$ cat src/ccpu_pkg.sv
// Package: register map, field layout, reset values and mode codes
// of the compare/PWM pin unit.
// Assumes a 32-bit APB slave with byte addresses on an 8-bit paddr.
package ccpu_pkg;
    // Register byte offsets
    localparam logic [7:0] OFS_CONTROL   = 8'h00;
    localparam logic [7:0] OFS_CMP_LOW   = 8'h04;
    localparam logic [7:0] OFS_CMP_HIGH  = 8'h08;
    localparam logic [7:0] OFS_IRQ_EN    = 8'h0c;
    localparam logic [7:0] OFS_IRQ_FLAGS = 8'h10;
    localparam logic [7:0] OFS_T1_COUNT  = 8'h14;
    localparam logic [7:0] OFS_T1_CONFIG = 8'h18;
    localparam logic [7:0] OFS_ALT_PIN   = 8'h1c;
    localparam logic [7:0] OFS_PERIOD    = 8'h20;
    localparam logic [7:0] OFS_T2_CTRL   = 8'h24;
    // Field positions
    localparam int CTRL_MODE_LSB = 0;
    localparam int CTRL_DUTY_LSB = 4;
    localparam int FLAG_OVF_BIT  = 0;
    localparam int FLAG_EVT_BIT  = 2;
    localparam int T1_ON_BIT     = 0;
    localparam int T1_PS_LSB     = 4;
    localparam int T2_PS_LSB     = 0;
    localparam int T2_ON_BIT     = 2;
    // Reset values
    localparam logic [7:0]  RST_BYTE   = 8'h00;
    localparam logic [15:0] RST_CMP    = 16'h0000;
    localparam logic [7:0]  RST_PERIOD = 8'hff;
    // Mode select codes
    localparam logic [3:0] MODE_OFF     = 4'h0;
    localparam logic [3:0] MODE_TOGGLE  = 4'h2;
    localparam logic [3:0] MODE_SET     = 4'h8;
    localparam logic [3:0] MODE_CLEAR   = 4'h9;
    localparam logic [3:0] MODE_SWINT   = 4'ha;
    localparam logic [3:0] MODE_SPECIAL = 4'hb;
    localparam logic [1:0] MODE_PWM_TOP = 2'h3;
endpackage : ccpu_pkg

$ cat src/ccpu_unit.sv
// Compare/PWM pin unit: APB registers, 16-bit compare against
// timer_one, pin actions, special event trigger, standard PWM.
// Assumes one clock pclk and adc_enabled from logic on pclk.
// Function
// - Compare pair against timer_one every cycle
// - A new match in a compare mode sets the event flag
// - Zero control write clears compare latch
// - Mode 1010 only flags, pin untouched
// - Mode 1011 resets timer, starts conversion
// - Trigger asserted in the match cycle
// - Timer clears at next timer edge
// - Compare pair acts as timer period
// - Special reset sets no overflow flag
// - Match removed before reset skips it
// - No compare while the clock sleeps
// - Pin relocatable by alternate select
// - PWM with up to 10-bit resolution
// - Period, control and duty shape PWM
// - High for pulse, 0% low, 100% high
// - Zero control write releases the pin
`timescale 1ns/1ps
module ccpu_unit (
    // Clock and reset
    input  wire logic        pclk,
    input  wire logic        presetn,
    // APB slave
    input  wire logic [7:0]  paddr,
    input  wire logic        psel,
    input  wire logic        penable,
    input  wire logic        pwrite,
    input  wire logic [31:0] pwdata,
    output logic [31:0]      prdata,
    output logic             pready,
    output logic             pslverr,
    // Converter
    input  wire logic        adc_enabled,
    output logic             adc_start,
    output logic             special_event_trigger,
    // Pins: index 0 primary, 1 alternate
    output logic [1:0]       pin_out,
    output logic [1:0]       pin_oe_n
);
    function automatic logic is_pwm(input logic [3:0] m);
        return m[3:2] == ccpu_pkg::MODE_PWM_TOP;
    endfunction : is_pwm

    function automatic logic is_cmp(input logic [3:0] m);
        return m == ccpu_pkg::MODE_TOGGLE || m == ccpu_pkg::MODE_SET ||
               m == ccpu_pkg::MODE_CLEAR || m == ccpu_pkg::MODE_SWINT ||
               m == ccpu_pkg::MODE_SPECIAL;
    endfunction : is_cmp

    function automatic logic drives_pin(input logic [3:0] m);
        return m == ccpu_pkg::MODE_TOGGLE || m == ccpu_pkg::MODE_SET ||
               m == ccpu_pkg::MODE_CLEAR || is_pwm(m);
    endfunction : drives_pin

    // Register state
    logic [7:0]  ctrl;
    logic [15:0] cmp;
    logic [7:0]  irq_en;
    logic        evt_flag;
    logic        ovf_flag;
    logic [7:0]  t1_cfg;
    logic        alt_sel;
    logic [7:0]  period;
    logic [7:0]  t2_ctrl;
    logic [7:0]  next_ctrl;
    logic [15:0] next_cmp;
    logic [7:0]  next_irq_en;
    logic        next_evt_flag;
    logic        next_ovf_flag;
    logic [7:0]  next_t1_cfg;
    logic        next_alt_sel;
    logic [7:0]  next_period;
    logic [7:0]  next_t2_ctrl;
    // Bus state
    logic        wr;
    logic        rd_load;
    logic [31:0] next_prdata;
    logic        next_pready;
    logic        next_pslverr;
    logic        mapped;
    // Compare state
    logic        match;
    logic        cmp_latch;
    logic        next_match;
    logic        next_cmp_latch;
    logic        next_trig;
    logic        next_adc;
    logic        evt_set;
    logic [3:0]  mode;
    logic [3:0]  next_mode;
    logic [1:0]  next_pin_out;
    logic [1:0]  next_pin_oe_n;
    logic        pin_val;
    // Timer and PWM links
    logic [15:0] t1_count;
    logic [15:0] t1_next;
    logic        t1_ovf;
    logic        t1_load;
    logic        t1_clr;
    logic        pwm_out;
    logic [9:0]  duty_latch;

    assign mode = ctrl[ccpu_pkg::CTRL_MODE_LSB +: 4];
    assign wr = psel && penable && pready && pwrite;
    assign rd_load = psel && penable && !pready;
    assign t1_load = wr && paddr == ccpu_pkg::OFS_T1_COUNT;
    // Live equality; a rewritten pair drops the pending reset
    assign t1_clr = mode == ccpu_pkg::MODE_SPECIAL && t1_count == cmp;

    ccpu_timer_one #(
        .W (16)
    ) u_timer_one (
        .pclk       (pclk),
        .presetn    (presetn),
        .run        (t1_cfg[ccpu_pkg::T1_ON_BIT]),
        .ps_sel     (t1_cfg[ccpu_pkg::T1_PS_LSB +: 2]),
        .load       (t1_load),
        .load_val   (pwdata[15:0]),
        .clr        (t1_clr),
        .count      (t1_count),
        .next_count (t1_next),
        .ovf        (t1_ovf)
    );

    ccpu_pwm u_pwm (
        .pclk       (pclk),
        .presetn    (presetn),
        .enable     (is_pwm(mode)),
        .t2_on      (t2_ctrl[ccpu_pkg::T2_ON_BIT]),
        .t2_ps      (t2_ctrl[ccpu_pkg::T2_PS_LSB +: 2]),
        .period     (period),
        .duty       ({cmp[7:0], ctrl[ccpu_pkg::CTRL_DUTY_LSB +: 2]}),
        .pwm_out    (pwm_out),
        .duty_latch (duty_latch)
    );

    // Register writes; hardware set wins over software clear
    always_comb begin
        next_ctrl = ctrl;
        next_cmp = cmp;
        next_irq_en = irq_en;
        next_evt_flag = evt_flag;
        next_ovf_flag = ovf_flag;
        next_t1_cfg = t1_cfg;
        next_alt_sel = alt_sel;
        next_period = period;
        next_t2_ctrl = t2_ctrl;
        if (wr) begin
            if (paddr == ccpu_pkg::OFS_CONTROL) begin
                next_ctrl = pwdata[7:0];
            end else if (paddr == ccpu_pkg::OFS_CMP_LOW) begin
                next_cmp[7:0] = pwdata[7:0];
            end else if (paddr == ccpu_pkg::OFS_CMP_HIGH && !is_pwm(mode)) begin
                // High byte is read-only while PWM owns it
                next_cmp[15:8] = pwdata[7:0];
            end else if (paddr == ccpu_pkg::OFS_IRQ_EN) begin
                next_irq_en = pwdata[7:0];
            end else if (paddr == ccpu_pkg::OFS_IRQ_FLAGS) begin
                next_evt_flag = pwdata[ccpu_pkg::FLAG_EVT_BIT];
                next_ovf_flag = pwdata[ccpu_pkg::FLAG_OVF_BIT];
            end else if (paddr == ccpu_pkg::OFS_T1_CONFIG) begin
                next_t1_cfg = pwdata[7:0];
            end else if (paddr == ccpu_pkg::OFS_ALT_PIN) begin
                next_alt_sel = pwdata[0];
            end else if (paddr == ccpu_pkg::OFS_PERIOD) begin
                next_period = pwdata[7:0];
            end else if (paddr == ccpu_pkg::OFS_T2_CTRL) begin
                next_t2_ctrl = pwdata[7:0];
            end
        end
        next_mode = next_ctrl[ccpu_pkg::CTRL_MODE_LSB +: 4];
        // Equality judged on the values that the coming edge installs
        next_match = (t1_next == next_cmp);
        evt_set = next_match && !match && is_cmp(next_mode);
        if (evt_set) begin
            next_evt_flag = 1'b1;
        end
        if (t1_ovf) begin
            next_ovf_flag = 1'b1;
        end
    end

    // Compare latch, trigger, conversion start and pin control
    always_comb begin
        next_cmp_latch = cmp_latch;
        if (wr && paddr == ccpu_pkg::OFS_CONTROL && pwdata[7:0] == 8'h00) begin
            next_cmp_latch = 1'b0;
        end else if (evt_set) begin
            case (next_mode)
                ccpu_pkg::MODE_SET:    next_cmp_latch = 1'b1;
                ccpu_pkg::MODE_CLEAR:  next_cmp_latch = 1'b0;
                ccpu_pkg::MODE_TOGGLE: next_cmp_latch = !cmp_latch;
                default:               next_cmp_latch = cmp_latch;
            endcase
        end
        next_trig = next_mode == ccpu_pkg::MODE_SPECIAL && next_match;
        next_adc = next_trig && !special_event_trigger && adc_enabled;
        pin_val = is_pwm(next_mode) ? pwm_out : next_cmp_latch;
        next_pin_out = 2'h0;
        next_pin_oe_n = 2'h3;
        // Modes 1010, 1011 and off leave the pin to the port
        if (drives_pin(next_mode)) begin
            next_pin_out[alt_sel] = pin_val;
            next_pin_oe_n[alt_sel] = 1'b0;
        end
    end

    // Read data and answer; one wait state per access
    always_comb begin
        mapped = 1'b1;
        next_prdata = 32'h0000_0000;
        if (paddr == ccpu_pkg::OFS_CONTROL) begin
            next_prdata[7:0] = ctrl;
        end else if (paddr == ccpu_pkg::OFS_CMP_LOW) begin
            next_prdata[7:0] = cmp[7:0];
        end else if (paddr == ccpu_pkg::OFS_CMP_HIGH) begin
            next_prdata[7:0] = is_pwm(mode) ? duty_latch[9:2] : cmp[15:8];
        end else if (paddr == ccpu_pkg::OFS_IRQ_EN) begin
            next_prdata[7:0] = irq_en;
        end else if (paddr == ccpu_pkg::OFS_IRQ_FLAGS) begin
            next_prdata[ccpu_pkg::FLAG_EVT_BIT] = evt_flag;
            next_prdata[ccpu_pkg::FLAG_OVF_BIT] = ovf_flag;
        end else if (paddr == ccpu_pkg::OFS_T1_COUNT) begin
            next_prdata[15:0] = t1_count;
        end else if (paddr == ccpu_pkg::OFS_T1_CONFIG) begin
            next_prdata[7:0] = t1_cfg;
        end else if (paddr == ccpu_pkg::OFS_ALT_PIN) begin
            next_prdata[0] = alt_sel;
        end else if (paddr == ccpu_pkg::OFS_PERIOD) begin
            next_prdata[7:0] = period;
        end else if (paddr == ccpu_pkg::OFS_T2_CTRL) begin
            next_prdata[7:0] = t2_ctrl;
        end else begin
            mapped = 1'b0;
        end
        next_pready = rd_load;
        next_pslverr = rd_load && !mapped;
        if (!rd_load) begin
            next_prdata = prdata;
        end
    end

    always_ff @(posedge pclk or negedge presetn) begin
        if (!presetn) begin
            ctrl <= ccpu_pkg::RST_BYTE;
            cmp <= ccpu_pkg::RST_CMP;
            irq_en <= ccpu_pkg::RST_BYTE;
            evt_flag <= 1'b0;
            ovf_flag <= 1'b0;
            t1_cfg <= ccpu_pkg::RST_BYTE;
            alt_sel <= 1'b0;
            period <= ccpu_pkg::RST_PERIOD;
            t2_ctrl <= ccpu_pkg::RST_BYTE;
            match <= 1'b1;
            cmp_latch <= 1'b0;
            special_event_trigger <= 1'b0;
            adc_start <= 1'b0;
            pin_out <= 2'h0;
            pin_oe_n <= 2'h3;
            prdata <= 32'h0000_0000;
            pready <= 1'b0;
            pslverr <= 1'b0;
        end else begin
            ctrl <= next_ctrl;
            cmp <= next_cmp;
            irq_en <= next_irq_en;
            evt_flag <= next_evt_flag;
            ovf_flag <= next_ovf_flag;
            t1_cfg <= next_t1_cfg;
            alt_sel <= next_alt_sel;
            period <= next_period;
            t2_ctrl <= next_t2_ctrl;
            match <= next_match;
            cmp_latch <= next_cmp_latch;
            special_event_trigger <= next_trig;
            adc_start <= next_adc;
            pin_out <= next_pin_out;
            pin_oe_n <= next_pin_oe_n;
            prdata <= next_prdata;
            pready <= next_pready;
            pslverr <= next_pslverr;
        end
    end
endmodule : ccpu_unit

$ cat src/ccpu_timer_one.sv
// timer_one: 16-bit up counter with prescaler, load and special reset.
// Assumes load and clear come from logic on pclk.
`timescale 1ns/1ps
module ccpu_timer_one #(
    parameter int W = 16
) (
    // Clock and reset
    input  wire logic         pclk,
    input  wire logic         presetn,
    // Control
    input  wire logic         run,
    input  wire logic [1:0]   ps_sel,
    input  wire logic         load,
    input  wire logic [W-1:0] load_val,
    input  wire logic         clr,
    // Status
    output logic [W-1:0]      count,
    output logic [W-1:0]      next_count,
    output logic              ovf
);
    logic [2:0] pcnt;
    logic [2:0] next_pcnt;
    logic [2:0] last;
    logic       tick;

    always_comb begin
        last = 3'h7 >> (2'h3 - ps_sel);
        tick = run && (pcnt == last);
        next_pcnt = (!run || tick) ? 3'h0 : pcnt + 3'h1;
        next_count = count;
        ovf = 1'b0;
        if (load) begin
            next_count = load_val;
        end else if (tick && clr) begin
            // Special reset waits for a timer edge; no overflow from it
            next_count = '0;
        end else if (tick) begin
            next_count = count + 1'b1;
            ovf = (count == {W{1'b1}});
        end
    end

    always_ff @(posedge pclk or negedge presetn) begin
        if (!presetn) begin
            pcnt <= 3'h0;
            count <= '0;
        end else begin
            pcnt <= next_pcnt;
            count <= next_count;
        end
    end
endmodule : ccpu_timer_one

$ cat src/ccpu_pwm.sv
// Standard PWM: 8-bit period timer widened to a 10-bit time base,
// double-buffered 10-bit duty. Assumes controls are on pclk.
`timescale 1ns/1ps
module ccpu_pwm (
    // Clock and reset
    input  wire logic       pclk,
    input  wire logic       presetn,
    // Control
    input  wire logic       enable,
    input  wire logic       t2_on,
    input  wire logic [1:0] t2_ps,
    input  wire logic [7:0] period,
    input  wire logic [9:0] duty,
    // Status
    output logic            pwm_out,
    output logic [9:0]      duty_latch
);
    logic [3:0] pcnt;
    logic [3:0] next_pcnt;
    logic [3:0] last;
    logic       step;
    logic [9:0] base;
    logic [9:0] next_base;
    logic [9:0] next_latch;
    logic       next_out;

    always_comb begin
        last = (t2_ps == 2'h0) ? 4'h0 : ((t2_ps == 2'h1) ? 4'h3 : 4'hf);
        step = enable && t2_on && (pcnt == last);
        next_pcnt = step || !enable ? 4'h0 : pcnt + 4'h1;
        next_base = base;
        next_latch = duty_latch;
        next_out = pwm_out;
        if (!enable) begin
            next_base = 10'h000;
            next_latch = duty;
            next_out = 1'b0;
        end else if (step && base == {period, 2'h3}) begin
            // Period end: restart, latch duty, set unless 0%
            next_base = 10'h000;
            next_latch = duty;
            next_out = (duty != 10'h000);
        end else if (step) begin
            next_base = base + 10'h001;
            // Duty beyond the period never matches: stays high
            if (next_base == duty_latch) begin
                next_out = 1'b0;
            end
        end
    end

    always_ff @(posedge pclk or negedge presetn) begin
        if (!presetn) begin
            pcnt <= 4'h0;
            base <= 10'h000;
            duty_latch <= 10'h000;
            pwm_out <= 1'b0;
        end else begin
            pcnt <= next_pcnt;
            base <= next_base;
            duty_latch <= next_latch;
            pwm_out <= next_out;
        end
    end
endmodule : ccpu_pwm

$ cat config.mk
export PLATFORM = sky130hd
export DESIGN_NAME = ccpu_unit
export DESIGN_NICKNAME = d
export VERILOG_FILES = /design/src/ccpu_pkg.sv /design/src/ccpu_unit.sv /design/src/ccpu_timer_one.sv /design/src/ccpu_pwm.sv
export SDC_FILE = /design/constraint.sdc
export NUM_CORES = 1
export LEC_CHECK = 0
export ABC_AREA = 1
export BUFFER_PORTS_ARGS = -buffer_cell sky130_fd_sc_hd__clkbuf_2
export CAP_MARGIN = 20
export CORE_ASPECT_RATIO = 0.8
export CORE_MARGIN = 2
export CORE_UTILIZATION = 60
export CTS_CLUSTER_DIAMETER = 80
export DETAILED_ROUTE_END_ITERATION = 10
export PLACE_DENSITY = 0.79
export SLEW_MARGIN = 20
export SYNTH_ARGS = -nofsm -noshare
export SYNTH_HDL_FRONTEND = slang
export SYNTH_SLANG_ARGS = --single-unit
$ cat constraint.sdc
create_clock -name pclk -period 5.05 [get_ports pclk]
set_input_delay 0.2525 -clock pclk [delete_from_list [all_inputs] [get_ports pclk]]
set_output_delay 0.2525 -clock pclk [all_outputs]
set_load 0.05 [all_outputs]
==> flow_summary.toml <==
[synth]
syn_area_per_cell_sq_um = 7.548
synth_top_cell_area_share = 0.3751
ys_top_cells_by_area = "dfrtp_1 (38%), nand2_1 (15%), inv_1 (5.6%)"
yosys.area.top_type = "dfrtp_1"
synthCells = 1043
synthArstFlopShare = 1.000
ys.flop_type = "dfrtp_1"
synth_edf_count = 0
synth_area_sq_um = 7873
synth_most_common_cell = "nand2_1"
yosysUniqueCellTypes = 54
yosys_warnings = 0
ys_ff_latch = 129
netlist_top_cells_count = "nand2_1 (319), dfrtp_1 (118), inv_1 (118), o21ai_0 (88), nor2_1 (81)"
seq_area_frac_synth = 0.4118

[clock_tree]
h-tree-depth = 4
cts_tree = "done"
cts_root_buf = "clkbuf_16"
post_cts_resized = 0
cts_made_buffers = 17
clkLatencyLatePin_ns = 0.42
clock-sinks = 129
post_cts_buffers = 0
ctsLongestPathBuffers = 2
ctsHoldBuffers = 1
path_clk_slew_ns = 0.06

[routing]
ant_nets = 0
wire_per_inst_um = 18.18
route.detailed.drc = 0
dr.first_iter.drc_count = 1074
viasPerCell = 5.816
firstDrtPassIters = 8
via_count = 7479
wl_um = 23380

[power_and_ir_drop]
internal-power_mw = 1.897
combPwrFrac = 0.071
switching_share = 0.2457
p_sw_uw = 618.1
fin_total_pwr_mw = 2.515
p_seq_frac = 0.421
power_density_nw_per_um2 = 285.7
ir_drop_mv = 0.2833
power.leakage_nw = 4.239
pwr-share-clk = 0.509

[global_routing]
gr-usage-all-layers = 0.3483
overflow = 0
antenna_found_initial = 0
grt_max_degree = 70
grt_pass1_vias = 6896
grt_pass1_wl_um = 37080

[timing]
finalSetupTns_ns = 0
finalHoldViolCount = 0
rsz0062_at_grt = "no"
setup_viol = 0
drv_slew = 0
period_minus_slack_ns = 3.315
skew_ns = 0.005274
period_share = 0.6564
clock.fmax_ghz = 0.3017
tightest_slew_ns = 0.7519
slew-limit-headroom = 0.4987

[setup_path]
worst-setup-path-type = "reg -> reg"
cp-endpoint = "pin_out[1]"
cpMostUsedCell = "nand2_1"
arrival_ns = 3.67
worst-path-buf-inv = 2
cp-startpoint = "t1_cfg[5]"
r2r-start = "t1_cfg[5]"
worst-path-stages = 21
r2r_slack_ns = 1.74
cp_slowest_cell = "nor3_4"
crit_path_end_kind = "flop"
slowest_delay_ns = 0.58
crit_fanout = 17
rr_worst_depth = 21
path_delay_family = "simple AND/OR/NAND/NOR gates"
reg2reg_to = "pin_out[1]"
cp-start-kind = "flop"
cp_cell_sequence = "inv_2 -> nand2_1 -> nand2_1 -> nand3_1 -> nor3_4 -> buf_4 -> nand2_1 -> nand2_1 -> nand3b_4 -> nand2_1 -> nand2_1 -> nand2_1 -> nor2_2 -> nand2_2 -> nor2_4 -> nand3_2 -> nand2_2 -> nand3_2 -> nand2_1 -> nand2_1 -> nor2_1"
cp.required_ns = 5.40

[outcome]
status = "complete, no violations"

[place]
place_area_sq_um = 8184
hpwl_um = 17120
portBuffers = 53
dp.cells = 1253
routabilityCongestion = 0.9979

[final_layout]
antenna_cells = 0
fin_area_sq_um = 8803
final_layout_size_suffix_gt1_frac = 0.1746
fillCellCount = 1115
final_nets = 1148
post_layout_nonfiller_instances = 1286
area_growth_pct = 11.82

[die]
core_area_sq_um = 12820
die_area_sq_um = 14060
initial_core_util = 0.6139
rows = 37
io_pins = 86
dieWidth_um = 132.1
die_y_um = 106.5

[job]
maxCapViolCount = 0

[hold_path]
hold_class = "in -> reg"
-- worst min-delay path by stage --
stage	startpoint	slack (ns)	to	depth (start not counted)
2_1_floorplan	presetn	-0.04	adc_start	0
3_3_place_gp	presetn	0.31	pready	1
3_5_place_dp	presetn	0.31	pready	1
4_1_cts	adc_enabled	0.04	adc_start	3
5_1_grt	adc_enabled	0.04	adc_start	3
6_report	adc_enabled	0.04	adc_start	3
-- placed cells by master, fill, tap and decap left out, drive strengths merged, types with 4 or more instances in the layout --
| master | count |
|---|---|
| nand2 | 339 |
| inv | 138 |
| dfrtp | 118 |
| o21ai | 107 |
| nor2 | 98 |
| clkbuf | 75 |
| nand3 | 66 |
| a21oi | 19 |
| xor2 | 18 |
| nand4 | 17 |
| conb | 16 |
| dfstp | 11 |
| a221oi | 10 |
| o22ai | 10 |
| nor4 | 9 |
| nor3 | 6 |
| o2111ai | 5 |
| xnor2 | 4 |
| o211ai | 4 |
| ha | 4 |
| buf | 4 |
| clkinv | 4 |
-- worst min-delay path: stages --
cell and delay (ns):
clkbuf_2 0.08, inv_1 0.05, nor4_1 0.05
-- area by class of cell --
| class | count | area [sq um] | area share |
|---|---|---|---|
| tap | 175 | 219.0 | 0.02487 |
| multi-input combinational | 754 | 3902 | 0.4433 |
| inverter | 139 | 526.8 | 0.05984 |
| timing repair buffer | 57 | 304.0 | 0.03454 |
| clock buffer | 23 | 478.0 | 0.05429 |
| sequential | 129 | 3242 | 0.3682 |
| clock inverter | 9 | 131.4 | 0.01492 |
-- power by group through the flow --
stage | sequential (mW) | clock [mW] | combinational [mW]
CTS | 1.06 | 1.28 | 0.176
global route | 1.06 | 1.33 | 0.191
finish | 1.06 | 1.28 | 0.178
detailed placement | 1.08 | 0 | 0.174
global placement | 1.08 | 0 | 0.172
floorplan | 1.11 | 0 | 0.0797
-- state kept, by name, indices dropped and copies added (netlist names), 2 cells and up --
| register | flops |
|---|---|
| pin_oe_n | 2 |
| cmp | 16 |
| ctrl | 8 |
| pin_out | 2 |
| irq_en | 8 |
| u_pwm.duty_latch | 10 |
| u_pwm.base | 10 |
| period | 8 |
| u_pwm.pcnt | 4 |
| prdata | 16 |
| t1_cfg | 8 |
| u_timer_one.pcnt | 3 |
| u_timer_one.count | 16 |
| t2_ctrl | 8 |
-- cells by family (layout without fill, tap and decap cells) --
kind of cell,count (synthesis),count (layout),share of synthesized area
and+or+nand+nor,543,543,0.3282
buffers and inverters,175,228,0.1004
AOI/OAI and AO/OA,168,168,0.1268
DFF,129,129,0.4118
xor gates and xnor gates,22,22,0.02447
adders and majority gates,4,4,0.006358
other,1,16,0.0004763
muxes,1,1,0.001430
-- per-layer routing --
| layer | track usage | part of all wire | wire, um | up-vias |
|---|---|---|---|---|
| met5 | 0 | 0 | 0 | - |
| met3 | 0.09776 | 0.13 | 3004 | 50 |
| met2 | 0.5000 | 0.42 | 9811 | 479 |
| met4 | 0.09239 | 0.021 | 484 | 0 |
| li1 | - | - | - | 3472 |
| met1 | 0.5170 | 0.43 | 10070 | 3478 |
-- through the flow --
stage	utilization	setup slack (ns)	hold slack (ns)
after floorplan	-	2.648	-0.04309
after global placement	0.6382	1.890	0.3135
after detailed placement	0.6382	1.839	0.3142
after CTS	0.6865	1.792	0.03874
after global routing	0.6865	1.467	0.03712
final	0.6865	1.735	0.04297
Note: power is estimated with default switching activity, not from simulation.
